==> src/drs_pkg.sv <==
/*
 * Constants shared by the reference selector: register offsets, field
 * positions, reset values, loop modes, loop states and timing figures.
 * Assumes a 10 MHz master clock and an APB bus with 32-bit data.
 */
package drs_pkg;
	// Register byte offsets
	localparam logic [7:0] ADDR_REF_SELECT_CTRL = 8'h00;
	localparam logic [7:0] ADDR_INPUT_PRIORITY_A = 8'h04;
	localparam logic [7:0] ADDR_INPUT_VALID_CTRL = 8'h08;
	localparam logic [7:0] ADDR_INPUT_VALID_STATUS = 8'h0c;
	localparam logic [7:0] ADDR_PRIORITY_TABLE_TOP = 8'h10;
	localparam logic [7:0] ADDR_PRIORITY_TABLE_NEXT = 8'h14;
	localparam logic [7:0] ADDR_LOOP_CTRL = 8'h18;
	localparam logic [7:0] ADDR_RANGE_PPM = 8'h1c;
	localparam logic [7:0] ADDR_PHASE_LOCK_TIMEOUT = 8'h20;
	localparam logic [7:0] ADDR_LOOP_STATE_STATUS = 8'h24;
	localparam logic [7:0] ADDR_LOOP_STATE_STATUS_B = 8'h28;
	localparam logic [7:0] ADDR_INPUT_STATUS = 8'h2c;
	localparam logic [7:0] ADDR_FREQ_REPORT = 8'h30;
	localparam logic [7:0] ADDR_PHASE_REPORT = 8'h34;
	localparam logic [7:0] ADDR_OSC_FREQ_LO = 8'h38;
	localparam logic [7:0] ADDR_OSC_FREQ_HI = 8'h3c;
	// Field positions
	localparam int F_EXT_EN = 0;
	localparam int F_REVERTIVE_EN = 1;
	localparam int F_PIN_SEL = 4;
	localparam int F_MODE = 0;
	localparam int F_HO_BEHAV = 4;
	localparam int F_LOL_FREQ = 5;
	localparam int F_AUTO_RET = 6;
	localparam int F_LATCHED = 4;
	localparam int F_TOP = 4;
	// Reset values
	localparam logic [11:0] RST_PRIORITY = 12'h321;
	localparam logic [2:0] RST_VALID_CTRL = 3'h7;
	localparam logic [9:0] RST_RANGE_PPM = 10'h3e8;
	localparam logic [15:0] RST_PLTO = 16'h000a;
	localparam logic [39:0] RST_OSC_WORD = 40'h80_0000_0000;
	// Loop modes written by software
	localparam logic [1:0] MODE_AUTO = 2'h0;
	localparam logic [1:0] MODE_OPEN = 2'h1;
	localparam logic [1:0] MODE_OSC = 2'h2;
	// Tracking range limits and frequency scaling, one LSB is 0.001 ppb
	localparam logic [9:0] RANGE_MIN_PPM = 10'h001;
	localparam logic [9:0] RANGE_MAX_PPM = 10'h3e8;
	localparam logic [31:0] FREQ_LSB_PER_PPM = 32'h000f_4240;
	// Phase-lock timeout unit: one tick of 1 ms
	localparam int CLK_PERIOD_NS = 100;
	localparam int LOCK_TICK_TIME_NS = 1000000;
	localparam int LOCK_TICK_CYCLES = LOCK_TICK_TIME_NS / CLK_PERIOD_NS;
	// Loop states, one-hot
	typedef enum logic [2:0] {
		ST_TRACK = 3'b001,
		ST_OPEN = 3'b010,
		ST_OSC = 3'b100
	} drs_loop_state_type;
endpackage : drs_pkg

==> src/drs_ref_selector.sv <==
/*
 * Reference selector and loop state control for a three-input digital PLL.
 * Assumes synchronous monitor and pin inputs, an APB master, and a loop
 * datapath that supplies lock, frequency offset and phase.
 */
// The register offsets and the APB interface to the registers are this design's own decisions.
`timescale 1ns/1ns

module drs_ref_selector #(
	parameter int TIMEOUT_TICK_CYCLES = drs_pkg::LOCK_TICK_CYCLES
) (
	// Clock and reset
	input wire logic SYS_CLK_I,
	input wire logic RSTN_I,
	// APB slave
	input wire logic PSEL_I,
	input wire logic PENABLE_I,
	input wire logic PWRITE_I,
	input wire logic [7:0] PADDR_I,
	input wire logic [31:0] PWDATA_I,
	output logic [31:0] PRDATA_O,
	output logic PREADY_O,
	output logic PSLVERR_O,
	// Input monitors and switch pins
	input wire logic [2:0] INPUT_VALID_I,
	input wire logic [3:0] EXT_SWITCH_PINS_I,
	// Loop datapath
	input wire logic PHASE_LOCKED_I,
	input wire logic [31:0] LOOP_FREQ_I,
	input wire logic [31:0] LOOP_PHASE_I,
	// Selection and loop state
	output logic [1:0] SELECTED_REF_O,
	output logic [1:0] TOP_VALID_REF_O,
	output logic TRACKING_O,
	output logic LOSS_OF_LOCK_O,
	output logic HOLDOVER_O,
	output logic RANGE_LIMIT_O,
	output logic OSC_MODE_O,
	output logic [39:0] OSC_FREQ_WORD_O
);

	// All state of the block
	typedef struct packed {
		logic ext_en;
		logic revertive_en;
		logic [1:0] pin_sel;
		logic [11:0] prio;
		logic [2:0] vctrl;
		logic [2:0] vprev;
		logic [2:0] vlatch;
		logic [2:0] lock_timeout_flag;
		logic [1:0] mode;
		logic ho_behav;
		logic lol_freq_en;
		logic auto_ret;
		logic [9:0] range_ppm;
		logic [15:0] plto;
		logic [39:0] osc_word;
		logic [1:0] sel;
		logic [1:0] selout;
		logic [1:0] tab0;
		logic [1:0] tab1;
		logic [1:0] tab2;
		drs_pkg::drs_loop_state_type state;
		logic tracking;
		logic loss_of_lock_flag;
		logic holdover;
		logic range_limit_flag;
		logic locked_once;
		logic [31:0] tick_cnt;
		logic [15:0] to_cnt;
		logic [31:0] freq;
		logic [31:0] phase;
		logic pready;
		logic pslverr;
		logic [31:0] prdata;
	} drs_state_type;

	drs_state_type s_q; // Registered state
	drs_state_type s_d; // Next state
	logic [2:0] elig; // Inputs eligible for automatic selection
	logic [2:0] best_mask; // Eligible inputs at the best priority
	logic [3:0] best_prio; // Best nonzero priority, 4'hf when none
	logic [31:0] freq_abs; // Magnitude of the loop frequency offset
	logic [31:0] limit_lsb; // Range limit in frequency LSBs

	// Priority of input code 1..3, zero for code 0
	function automatic logic [3:0] prio_of(input logic [11:0] p, input logic [1:0] c);
		logic [3:0] r;
		r = 4'h0;
		if (c != 2'd0) begin
			r = p[4*(c-2'd1) +: 4];
		end
		return r;
	endfunction : prio_of

	// First input in circular order after code st that is in mask
	function automatic logic [1:0] next_in_ring(input logic [2:0] mask, input logic [1:0] st);
		logic [1:0] r;
		logic [1:0] c;
		r = 2'd0;
		c = (st == 2'd0) ? 2'd3 : st;
		for (int k = 0; k < 3; k++) begin
			c = (c == 2'd3) ? 2'd1 : c + 2'd1;
			if (mask[c-2'd1] && r == 2'd0) begin
				r = c;
			end
		end
		return r;
	endfunction : next_in_ring

	// Next-state logic: bus, selection, loop state, timeout
	always_comb begin
		logic wr;
		logic [4:0] key [3];
		logic [1:0] pos;
		logic [1:0] pin_code;
		logic cur_ok;
		logic fire;
		s_d = s_q;
		key = '{default: 5'h1f};
		cur_ok = 1'b0;
		wr = PSEL_I && PENABLE_I && PWRITE_I && s_q.pready;
		pos = 2'd0;
		pin_code = 2'd0;
		fire = 1'b0;
		// Eligibility: monitor valid, enabled by software, not timed out, nonzero priority
		for (int i = 0; i < 3; i++) begin
			elig[i] = INPUT_VALID_I[i] && s_q.vctrl[i] && !s_q.lock_timeout_flag[i]
				&& (s_q.prio[4*i +: 4] != 4'h0);
			key[i] = elig[i] ? {1'b0, s_q.prio[4*i +: 4]} : 5'h1f;
		end
		best_prio = 4'hf;
		for (int i = 0; i < 3; i++) begin
			if (elig[i] && s_q.prio[4*i +: 4] < best_prio) begin
				best_prio = s_q.prio[4*i +: 4];
			end
		end
		for (int i = 0; i < 3; i++) begin
			best_mask[i] = elig[i] && (s_q.prio[4*i +: 4] == best_prio);
		end
		// Automatic choice
		cur_ok = (s_q.sel != 2'd0) && elig[s_q.sel-2'd1];
		if (!cur_ok) begin
			s_d.sel = next_in_ring(best_mask, s_q.sel);
		end else if (s_q.revertive_en && prio_of(s_q.prio, s_q.sel) > best_prio) begin
			s_d.sel = next_in_ring(best_mask, s_q.sel);
		end else begin
			s_d.sel = s_q.sel;
		end
		// Priority table sorted by priority, then input order
		s_d.tab0 = 2'd0;
		s_d.tab1 = 2'd0;
		s_d.tab2 = 2'd0;
		for (int i = 0; i < 3; i++) begin
			pos = 2'd0;
			for (int j = 0; j < 3; j++) begin
				if (key[j] < key[i] || (key[j] == key[i] && j < i)) begin
					pos = pos + 2'd1;
				end
			end
			if (elig[i]) begin
				unique case (pos)
					2'd0: s_d.tab0 = 2'(i + 1);
					2'd1: s_d.tab1 = 2'(i + 1);
					default: s_d.tab2 = 2'(i + 1);
				endcase
			end
		end
		// Selected-reference output: pin-driven mux or automatic choice
		pin_code = EXT_SWITCH_PINS_I[s_q.pin_sel] ? ((s_q.prio[3:0] != 4'h0) ? 2'd1 : 2'd3) : 2'd2;
		s_d.selout = s_q.ext_en ? pin_code : s_d.sel;
		// Range limit on the loop frequency offset
		freq_abs = LOOP_FREQ_I[31] ? (32'h0 - LOOP_FREQ_I) : LOOP_FREQ_I;
		limit_lsb = 32'({22'h0, s_q.range_ppm} * drs_pkg::FREQ_LSB_PER_PPM);
		s_d.range_limit_flag = (s_q.state == drs_pkg::ST_TRACK) && (freq_abs >= limit_lsb);
		// Loop state machine
		unique case (s_q.state)
			drs_pkg::ST_TRACK: begin
				// Leave tracking on forced mode or when no reference remains
				if (s_q.mode == drs_pkg::MODE_OSC) begin
					s_d.state = drs_pkg::ST_OSC;
				end else if (s_q.mode == drs_pkg::MODE_OPEN || s_q.selout == 2'd0) begin
					s_d.state = drs_pkg::ST_OPEN;
				end
			end
			drs_pkg::ST_OPEN: begin
				// Return when a reference exists and behaviour allows it
				if (s_q.mode == drs_pkg::MODE_OSC) begin
					s_d.state = drs_pkg::ST_OSC;
				end else if (s_q.mode == drs_pkg::MODE_AUTO && s_q.selout != 2'd0
					&& (s_q.auto_ret || (wr && PADDR_I == drs_pkg::ADDR_LOOP_CTRL))) begin
					s_d.state = drs_pkg::ST_TRACK;
				end
			end
			drs_pkg::ST_OSC: begin
				// Oscillator mode ends into open loop
				if (s_q.mode != drs_pkg::MODE_OSC) begin
					s_d.state = drs_pkg::ST_OPEN;
				end
			end
			default: s_d.state = drs_pkg::ST_OPEN;
		endcase
		// Status flags
		s_d.tracking = (s_d.state == drs_pkg::ST_TRACK);
		s_d.loss_of_lock_flag = (s_q.state != drs_pkg::ST_TRACK) || !PHASE_LOCKED_I
			|| (s_q.lol_freq_en && s_q.range_limit_flag);
		s_d.locked_once = s_q.locked_once || (s_q.state == drs_pkg::ST_TRACK && !s_q.loss_of_lock_flag);
		s_d.holdover = (s_d.state == drs_pkg::ST_OPEN) && s_q.ho_behav && s_q.locked_once;
		// Phase-lock timeout counts ticks while tracking unlocked
		if (s_q.state == drs_pkg::ST_TRACK && s_q.loss_of_lock_flag && s_q.plto != 16'h0
			&& s_q.selout != 2'd0 && s_d.selout == s_q.selout) begin
			if (s_q.tick_cnt >= 32'(TIMEOUT_TICK_CYCLES - 1)) begin
				s_d.tick_cnt = 32'h0;
				s_d.to_cnt = s_q.to_cnt + 16'h1;
				fire = (s_q.to_cnt + 16'h1 >= s_q.plto);
			end else begin
				s_d.tick_cnt = s_q.tick_cnt + 32'h1;
			end
		end else begin
			s_d.tick_cnt = 32'h0;
			s_d.to_cnt = 16'h0;
		end
		if (fire) begin
			s_d.tick_cnt = 32'h0;
			s_d.to_cnt = 16'h0;
		end
		// Live reports
		s_d.freq = LOOP_FREQ_I;
		s_d.phase = LOOP_PHASE_I;
		s_d.vprev = INPUT_VALID_I;
		// Bus writes; hardware sets win over software clears
		s_d.vlatch = s_q.vlatch;
		s_d.lock_timeout_flag = s_q.lock_timeout_flag;
		if (wr) begin
			unique case (PADDR_I)
				drs_pkg::ADDR_REF_SELECT_CTRL: begin
					s_d.ext_en = PWDATA_I[drs_pkg::F_EXT_EN];
					s_d.revertive_en = PWDATA_I[drs_pkg::F_REVERTIVE_EN];
					s_d.pin_sel = PWDATA_I[drs_pkg::F_PIN_SEL +: 2];
				end
				drs_pkg::ADDR_INPUT_PRIORITY_A: s_d.prio = PWDATA_I[11:0];
				drs_pkg::ADDR_INPUT_VALID_CTRL: s_d.vctrl = PWDATA_I[2:0];
				drs_pkg::ADDR_INPUT_VALID_STATUS:
					s_d.vlatch = s_q.vlatch & ~PWDATA_I[drs_pkg::F_LATCHED +: 3];
				drs_pkg::ADDR_LOOP_CTRL: begin
					s_d.mode = PWDATA_I[drs_pkg::F_MODE +: 2];
					s_d.ho_behav = PWDATA_I[drs_pkg::F_HO_BEHAV];
					s_d.lol_freq_en = PWDATA_I[drs_pkg::F_LOL_FREQ];
					s_d.auto_ret = PWDATA_I[drs_pkg::F_AUTO_RET];
				end
				drs_pkg::ADDR_RANGE_PPM: begin
					// Clamp to the supported tracking range
					if (PWDATA_I[9:0] < drs_pkg::RANGE_MIN_PPM || PWDATA_I[31:10] != 22'h0) begin
						s_d.range_ppm = (PWDATA_I[31:10] != 22'h0) ? drs_pkg::RANGE_MAX_PPM
							: drs_pkg::RANGE_MIN_PPM;
					end else if (PWDATA_I[9:0] > drs_pkg::RANGE_MAX_PPM) begin
						s_d.range_ppm = drs_pkg::RANGE_MAX_PPM;
					end else begin
						s_d.range_ppm = PWDATA_I[9:0];
					end
				end
				drs_pkg::ADDR_PHASE_LOCK_TIMEOUT: s_d.plto = PWDATA_I[15:0];
				drs_pkg::ADDR_INPUT_STATUS: s_d.lock_timeout_flag = s_q.lock_timeout_flag & ~PWDATA_I[2:0];
				drs_pkg::ADDR_OSC_FREQ_LO: s_d.osc_word[31:0] = PWDATA_I;
				drs_pkg::ADDR_OSC_FREQ_HI: s_d.osc_word[39:32] = PWDATA_I[7:0];
				default: s_d.pslverr = s_q.pslverr;
			endcase
		end
		s_d.vlatch = s_d.vlatch | (INPUT_VALID_I ^ s_q.vprev);
		if (fire) begin
			s_d.lock_timeout_flag[s_q.selout-2'd1] = 1'b1;
		end
		// Bus answer prepared in the setup cycle
		s_d.pready = PSEL_I && !PENABLE_I;
		s_d.pslverr = 1'b0;
		s_d.prdata = 32'h0;
		if (PSEL_I && !PENABLE_I) begin
			unique case (PADDR_I)
				drs_pkg::ADDR_REF_SELECT_CTRL: s_d.prdata = {26'h0, s_q.pin_sel, 2'h0,
					s_q.revertive_en, s_q.ext_en};
				drs_pkg::ADDR_INPUT_PRIORITY_A: s_d.prdata = {20'h0, s_q.prio};
				drs_pkg::ADDR_INPUT_VALID_CTRL: s_d.prdata = {29'h0, s_q.vctrl};
				drs_pkg::ADDR_INPUT_VALID_STATUS: s_d.prdata = {25'h0, s_q.vlatch, 1'b0,
					INPUT_VALID_I & ~s_q.lock_timeout_flag};
				drs_pkg::ADDR_PRIORITY_TABLE_TOP: s_d.prdata = {26'h0, s_q.tab0, 2'h0,
					s_q.selout};
				drs_pkg::ADDR_PRIORITY_TABLE_NEXT: s_d.prdata = {26'h0, s_q.tab2, 2'h0, s_q.tab1};
				drs_pkg::ADDR_LOOP_CTRL: s_d.prdata = {25'h0, s_q.auto_ret, s_q.lol_freq_en,
					s_q.ho_behav, 2'h0, s_q.mode};
				drs_pkg::ADDR_RANGE_PPM: s_d.prdata = {22'h0, s_q.range_ppm};
				drs_pkg::ADDR_PHASE_LOCK_TIMEOUT: s_d.prdata = {16'h0, s_q.plto};
				drs_pkg::ADDR_LOOP_STATE_STATUS: s_d.prdata = {29'h0, s_q.holdover, s_q.loss_of_lock_flag,
					s_q.tracking};
				drs_pkg::ADDR_LOOP_STATE_STATUS_B: s_d.prdata = {31'h0, s_q.range_limit_flag};
				drs_pkg::ADDR_INPUT_STATUS: s_d.prdata = {29'h0, s_q.lock_timeout_flag};
				drs_pkg::ADDR_FREQ_REPORT: s_d.prdata = s_q.freq;
				drs_pkg::ADDR_PHASE_REPORT: s_d.prdata = s_q.phase;
				drs_pkg::ADDR_OSC_FREQ_LO: s_d.prdata = s_q.osc_word[31:0];
				drs_pkg::ADDR_OSC_FREQ_HI: s_d.prdata = {24'h0, s_q.osc_word[39:32]};
				default: s_d.pslverr = 1'b1; // Unmapped address
			endcase
		end
	end

	// State register
	always_ff @(posedge SYS_CLK_I or negedge RSTN_I) begin
		if (!RSTN_I) begin
			s_q <= '0;
			s_q.prio <= drs_pkg::RST_PRIORITY;
			s_q.vctrl <= drs_pkg::RST_VALID_CTRL;
			s_q.range_ppm <= drs_pkg::RST_RANGE_PPM;
			s_q.plto <= drs_pkg::RST_PLTO;
			s_q.osc_word <= drs_pkg::RST_OSC_WORD;
			s_q.state <= drs_pkg::ST_OPEN;
			s_q.loss_of_lock_flag <= 1'b1;
		end else begin
			s_q <= s_d;
		end
	end

	// Outputs straight from the state register
	assign PRDATA_O = s_q.prdata;
	assign PREADY_O = s_q.pready;
	assign PSLVERR_O = s_q.pslverr;
	assign SELECTED_REF_O = s_q.selout;
	assign TOP_VALID_REF_O = s_q.tab0;
	assign TRACKING_O = s_q.tracking;
	assign LOSS_OF_LOCK_O = s_q.loss_of_lock_flag;
	assign HOLDOVER_O = s_q.holdover;
	assign RANGE_LIMIT_O = s_q.range_limit_flag;
	assign OSC_MODE_O = s_q.state[2];
	assign OSC_FREQ_WORD_O = s_q.osc_word;
endmodule : drs_ref_selector

==> config.mk <==
export PLATFORM = sky130hd
export DESIGN_NAME = drs_ref_selector
export DESIGN_NICKNAME = d
export VERILOG_FILES = /design/src/drs_pkg.sv /design/src/drs_ref_selector.sv
export SDC_FILE = /design/constraint.sdc
export NUM_CORES = 1
export LEC_CHECK = 0
export ABC_AREA = 0
export BUFFER_PORTS_ARGS = -buffer_cell sky130_fd_sc_hd__buf_2
export CAP_MARGIN = 10
export CORE_UTILIZATION = 30
export DETAILED_ROUTE_END_ITERATION = 8
export PLACE_DENSITY = 0.54
export SLEW_MARGIN = 10
export SYNTH_ARGS = -nofsm -noshare
export SYNTH_HDL_FRONTEND = slang
export SYNTH_SLANG_ARGS = --single-unit
==> constraint.sdc <==
create_clock -name SYS_CLK_I -period 12.6 [get_ports SYS_CLK_I]
set_input_delay 0.63 -clock SYS_CLK_I [delete_from_list [all_inputs] [get_ports SYS_CLK_I]]
set_output_delay 0.63 -clock SYS_CLK_I [all_outputs]
set_load 0.05 [all_outputs]
Yosys cells after proc, flatten, opt, wreduce, memory -nomap -nowiden
Cells that the tools add are included.
Widths: inputs -> output; s select.
{ "word_totals": {"reg_bits": 263, "latchBits": 0, "ram_bits": 0, "mem_bits_ro": 0, "input_bits": 117, "out_inout_bits": 83, "word_cells": 298, "mem_count": 0} }
{ "classes": {"addsub": 18, "mul": 1, "div_mod_pow": 0, "order_cmp": 25, "eq_ne": 38, "shift": 1, "muxes": 89, "bitwise": 9, "reduce_logical": 83} }
{ "ops": {"columns": ["cell", "n"], "rows": [
  ["$pmux 32 s16", 1],
  ["$mux 32", 3],
  ["$mux 48", 2],
  ["$mux 77", 1],
  ["$eq 8x6->1 const B", 8],
  ["$mux 2", 32],
  ["$lt 5x5->1", 9],
  ["$mux 10", 4],
  ["$logic_and 1x1->1", 38],
  ["$mux 33", 1],
  ["$shiftx 12x33->4", 1],
  ["$add 32x1->32 const B", 1],
  ["$eq 8x5->1 const B", 4],
  ["$ge 32x14->1 const B", 1],
  ["$ge 32x30->1", 1],
  ["$mux 16", 2],
  ["$sub 1x32->32 const A", 1],
  ["$mux 5", 5],
  ["$mul 10x14->24 const B", 1],
  ["$mux 3", 8],
  ["$reduce_bool 22->1", 1],
  ["$logic_not 2->1", 10],
  ["$mux 4", 5],
  ["$add 2x1->2 const B", 9],
  ["42 further kinds", 115]
]} }

Depth between registers and ports, before layout
{ "logic_depth": {"ltp_word": 33, "mapped_depth": 30, "mapped_depth_nobuf": 27} }

Worst setup path before layout
OpenSTA, ideal clock, no wires.
{ "synth_timing": {"kind": "flip-flop to flip-flop", "from": "register s_q[248] (netlist name)", "to": "register s_q[103] (netlist name)", "setup_time_ps": 73, "t_arrival_ps": 6356, "t_required_ps": 12527, "slack_ps": 6171, "stages_incl_launch_ff": 28, "n_path_buf": 3, "period_less_slack_ps": 6429, "path_cell_list": "dfrtp_1 buf_6 or4_4 and3_1 buf_6 nand2b_1 inv_1 ha_1 a311oi_2 mux2i_1 ha_1 a21o_1 a211oi_1 o21a_1 mux2_2 ha_1 nor2b_1 o21a_1 o21ai_0 nand2b_1 a311oi_1 nor3b_1 a21oi_1 o31ai_2 and2_1 o21ai_1 buf_4 a21oi_2"} }
{ "synth_rtl": {"columns": ["element", "line", "text"], "rows": [
  ["start: declaration", "drs_ref_selector.sv:79", "drs_state_type s_q;"]
]} }

==> results.md <==
Run status:
- The run finished with clean final reports.

Critical path:
- STA puts the critical path data arrival time at 8610 ps.
- The origin of the critical flop-to-flop path is s_q[248].
- The destination of the worst register-to-register timing path is s_q[236].
- STA puts the critical path data required time at 13050 ps.
- The number of cells on the worst reg-to-reg path is 25.
- STA classifies the critical path startpoint as a flip-flop.
- The worst setup path is captured at a flip-flop.
- The most critical setup path has its startpoint at s_q[248].
- Setup slack on the worst reg-to-reg path comes out at 4430 ps.
- Of all nets on the critical path, the largest fanout is 31.
- The critical path is of the reg2reg type.

Min path:
- The class of the tightest hold or removal check is in2reg.
- The startpoint of the most critical hold path is LOOP_PHASE_I[2].
- The path with the worst hold slack has its endpoint at s_q[36].
- The number of cells on the worst hold path is 1.

Cells and area:
- The share of cells above drive strength 1 is 24.1%.
- The number of fill cells in the layout is 5447.
- In the final layout, flip-flops and latches occupy 6600 µm².
- The area added between synthesis and finish is 14.1%.
- The library cells used most frequently in the layout, excluding fill and tap cells, are sky130_fd_sc_hd__dfrtp_1 (245), sky130_fd_sc_hd__buf_2 (198), sky130_fd_sc_hd__ha_1 (150).
- In the final layout, the multi-input gates occupy 8560 µm².
- The layout net count is 2014.
- The most common cell after layout, fill and taps aside is sky130_fd_sc_hd__dfrtp_1.

Synthesis:
- The average instance area after synthesis is 10.3 µm².
- Counting every instance in the synthesized netlist gives 1591.
- After synthesis the netlist holds a flip-flop and latch count of 263.
- The sequential cell area fraction in the yosys report is 40.3%.
- Counting flops with a built-in enable in the synthesized netlist gives 0.
- Synthesis instantiated 93 different standard cells from the library.
- The total number of yosys warnings is 0.
- Of all flip-flops after synthesis, the portion carrying an async set or reset was 100%.
- The leading register cell type out of synthesis is sky130_fd_sc_hd__dfrtp_1.
- The summed instance area of the synthesized netlist is 16400 µm².

Timing:
- Based on the critical path, the design can be clocked at up to 122 MHz.
- The hold violation total from the final report is 0.
- Summed over all failing endpoints, the final setup total negative slack is 0 ps.
- Clock skew on the completed layout was measured at 14.2 ps.
- The final period utilization is 64.8%.
- Setup repair after global routing left no endpoint under its margin.
- In this run the tightest slew margin relative to its limit is 25.7%.
- Across all setup checks in the final design, the least slack found is 4430 ps.
- The count of pins over their slew limit is 0.
- The clock period could shrink to 8170 ps.
- At the pin with the least slew margin, the transition time is 1110 ps.
- The setup violation total in the final timing report is 0.

Clock network:
- The TritonCTS sink count is 263.
- The number of buffers inserted during clock tree synthesis is 31.
- The CTS tree is yes.
- Clock-pin slew was measured on the worst setup and hold paths at 60 ps.
- The number of H-tree levels is 1.
- The later pin in the worst-skew pair is clocked with a latency of 590 ps.
- The number of buffers inserted for hold repair after clock tree synthesis is 0.
- The post-cts gate resize count is 0.
- The buffer levels on the longest clock path is 3.
- The tree is rooted in a sky130_fd_sc_hd__clkbuf_16.
- The number of buffers added for setup after CTS is 0.

Floorplan:
- In this run the standard cell core region covers 53900 µm².
- For this design the top-level I/O count stands at 200.
- Measured along the x axis, the die boundary spans 236 µm.
- The number of rows created at floorplan is 85.
- The initial utilization of the core area, before any placement, comes to 30.4%.
- The die covers 55500 µm².
- From bottom edge to top edge, the die measures 236 µm.

Drt:
- In the routed layout, each cell is associated on average with a via count of 5.12.
- The final layout contains routed wiring with a total length of 51800 µm.
- The count of nets left with antenna violations after detail routing is 0.
- The first TritonRoute pass finished after 6 iterations.
- The number of DRC violations after detailed routing is 0.
- The detailed router placed 12500 vias in this run.
- In the final routed layout, each cell accounts on average for 21.2 µm.
- The detailed router finished its first iteration with 1050 violations.

Power and ir drop:
- Power spread over the standard cell area amounts to 106 nW/µm².
- The reported leakage power is 8.88 nW.
- The peak supply drop is 0.101 mV.

GRT:
- Global routing used 18.4% of the available tracks across all layers.
- Entering global routing, the biggest net connects 122 pins.
- The number of antenna violations at the first check in global routing came to 13.
- The number of global-route vias before repair is 12600.
- The global-route wire length before repair is 78100 µm.
- The residual overflow from global routing is 0.

Place:
- The congestion estimate from routability-driven global placement came to 0.889.
- The setup slack after placement is 4540 ps.
- The HPWL after detailed placement is 39300 µm.
- During placement, the flow inserted port buffers numbering 199.

Job:
- The number of max-capacitance violations reported is 0.
-- worst max-delay path by stage --
stage                     endpoint  slack (ps)
after floorplan           s_q[103]        6170
after global placement    s_q[236]        4660
after detailed placement  s_q[236]        4540
after CTS                 s_q[236]        4540
after global routing      s_q[236]        3900
final                     s_q[236]        4430
-- sequential cells by signal, summed over array words and instances, names as in the netlist --
name             cells
HOLDOVER_O           1
LOSS_OF_LOCK_O       1
OSC_FREQ_WORD_O     40
OSC_MODE_O           1
PRDATA_O            32
PREADY_O             1
PSLVERR_O            1
RANGE_LIMIT_O        1
SELECTED_REF_O       2
TOP_VALID_REF_O      2
TRACKING_O           1
s_q                180
-- layout make-up --
type | instances | area share (%)
multi-input cells | 1088 | 45.8
well taps | 696 | 4.66
flip-flops and latches | 263 | 35.3
clock inverters | 15 | 0.917
inverters | 124 | 2.50
diodes | 4 | 0.0535
repair buffers | 214 | 5.98
clock buffers | 43 | 4.77
-- layer usage --
layer / GRT usage [%] / vias up / part of all wire, %
li1: - / 5809 / -
met4: 6.28 / 20 / 3.0
met3: 3.10 / 85 / 5.9
met1: 24.7 / 6226 / 44
met5: 0 / - / 0.24
met2: 29.8 / 379 / 47
-- cells in the mapped netlist (4+ instances only) --
master                     instances  area, µm²
sky130_fd_sc_hd__a31oi_1          13       81.3
sky130_fd_sc_hd__o21a_1           15        113
sky130_fd_sc_hd__o22ai_1           7       43.8
sky130_fd_sc_hd__o21bai_1          6       45.0
sky130_fd_sc_hd__nor2b_1          14       87.6
sky130_fd_sc_hd__nand3b_1          4       30.0
sky130_fd_sc_hd__buf_4            80        601
sky130_fd_sc_hd__a22oi_1          34        255
sky130_fd_sc_hd__inv_1           121        454
sky130_fd_sc_hd__nand4_1          12       75.1
sky130_fd_sc_hd__nor2_1           78        293
sky130_fd_sc_hd__buf_2             6       30.0
sky130_fd_sc_hd__nand3_1          28        140
sky130_fd_sc_hd__a21oi_1          36        180
sky130_fd_sc_hd__xnor2_1          61        534
sky130_fd_sc_hd__o22a_1            6       52.6
sky130_fd_sc_hd__a221oi_1         10       87.6
sky130_fd_sc_hd__mux2_2           67        754
sky130_fd_sc_hd__clkbuf_1         39        146
sky130_fd_sc_hd__dfstp_2          18        473
sky130_fd_sc_hd__nand2_1         134        503
sky130_fd_sc_hd__a22o_1           12        105
sky130_fd_sc_hd__nor3_1            7       35.0
sky130_fd_sc_hd__or4_1             9       67.6
sky130_fd_sc_hd__or2_2             6       37.5
sky130_fd_sc_hd__dfrtp_1         245       6130
sky130_fd_sc_hd__o21ai_0          76        380
sky130_fd_sc_hd__or3_1             8       50.1
sky130_fd_sc_hd__a211oi_1          8       60.1
sky130_fd_sc_hd__o211ai_1          5       37.5
sky130_fd_sc_hd__xor2_1           26        228
sky130_fd_sc_hd__fa_1             25        500
sky130_fd_sc_hd__o31ai_1           9       67.6
sky130_fd_sc_hd__and2_1            6       37.5
sky130_fd_sc_hd__buf_6             5       56.3
sky130_fd_sc_hd__a21o_1           15        113
sky130_fd_sc_hd__a21oi_2          32        280
sky130_fd_sc_hd__ha_1            150       1880
sky130_fd_sc_hd__and3_1           21        131
sky130_fd_sc_hd__a222oi_1         24        240
sky130_fd_sc_hd__nor4_1           17        106
sky130_fd_sc_hd__nand2b_1         27        169
-- kinds of logic (layout without fill, tap and decap cells) --
group / count (synthesis) / in the layout / share of synthesized area (%)
xor gates and xnor gates: 87 / 87 / 4.65
buffers and inverters: 257 / 396 / 8.02
adders and majority gates: 175 / 175 / 14.5
and+or+nand+nor: 392 / 392 / 12.2
other: 1 / 22 / 0.0229
DFF: 263 / 263 / 40.3
AOI/OAI and AO/OA: 343 / 343 / 15.2
muxes: 73 / 73 / 5.10
-- stage by stage --
| step | total power [mW] | instance area (µm²) | utilization (%) | cells | hold WS, ps |
|---|---|---|---|---|---|
| 6_report | 1.99 | 18700 | 34.7 | 2447 | 143 |
| 5_1_grt | 2.07 | 18700 | 34.7 | 2446 | 116 |
| 4_1_cts | 2.01 | 18700 | 34.7 | 2443 | 116 |
| 3_5_place_dp | 1.09 | 17600 | 32.7 | 2385 | 460 |
| 3_3_place_gp | 1.08 | 17600 | 32.7 | 2385 | 453 |
| 2_1_floorplan | 0.996 | 16400 | - | 1608 | 334 |
-- where the power goes --
part	internal, mW	total, mW	switching, mW	leakage (nW)
Combinational	0.0691	0.187	0.118	5.00
Sequential	0.868	0.883	0.0151	3.37
Clock	0.539	0.920	0.381	0.506
Total	1.48	1.99	0.515	8.88
-- worst max-delay path: stages, from the launching register on --
cell                        delay, ps
sky130_fd_sc_hd__dfrtp_1          490
sky130_fd_sc_hd__or4_4            590
sky130_fd_sc_hd__and3_1           330
sky130_fd_sc_hd__nand2b_1         250
sky130_fd_sc_hd__inv_1             70
sky130_fd_sc_hd__ha_1             350
sky130_fd_sc_hd__a311oi_2         570
sky130_fd_sc_hd__mux2i_1          670
sky130_fd_sc_hd__ha_1             380
sky130_fd_sc_hd__a21o_1           190
sky130_fd_sc_hd__a211oi_1         380
sky130_fd_sc_hd__o21a_1           460
sky130_fd_sc_hd__mux2_2           410
sky130_fd_sc_hd__ha_1             310
sky130_fd_sc_hd__nor2b_1          130
sky130_fd_sc_hd__o21a_1           160
sky130_fd_sc_hd__o21ai_0          170
sky130_fd_sc_hd__nand2b_1          80
sky130_fd_sc_hd__a311oi_1         680
sky130_fd_sc_hd__nor3b_1          260
sky130_fd_sc_hd__a21oi_1           80
sky130_fd_sc_hd__o31ai_2          110
sky130_fd_sc_hd__nor2_1           110
sky130_fd_sc_hd__o2111ai_4        100
sky130_fd_sc_hd__buf_4            480
sky130_fd_sc_hd__o21ai_0          190
No activity file was read; power rests on OpenSTA's default activity.
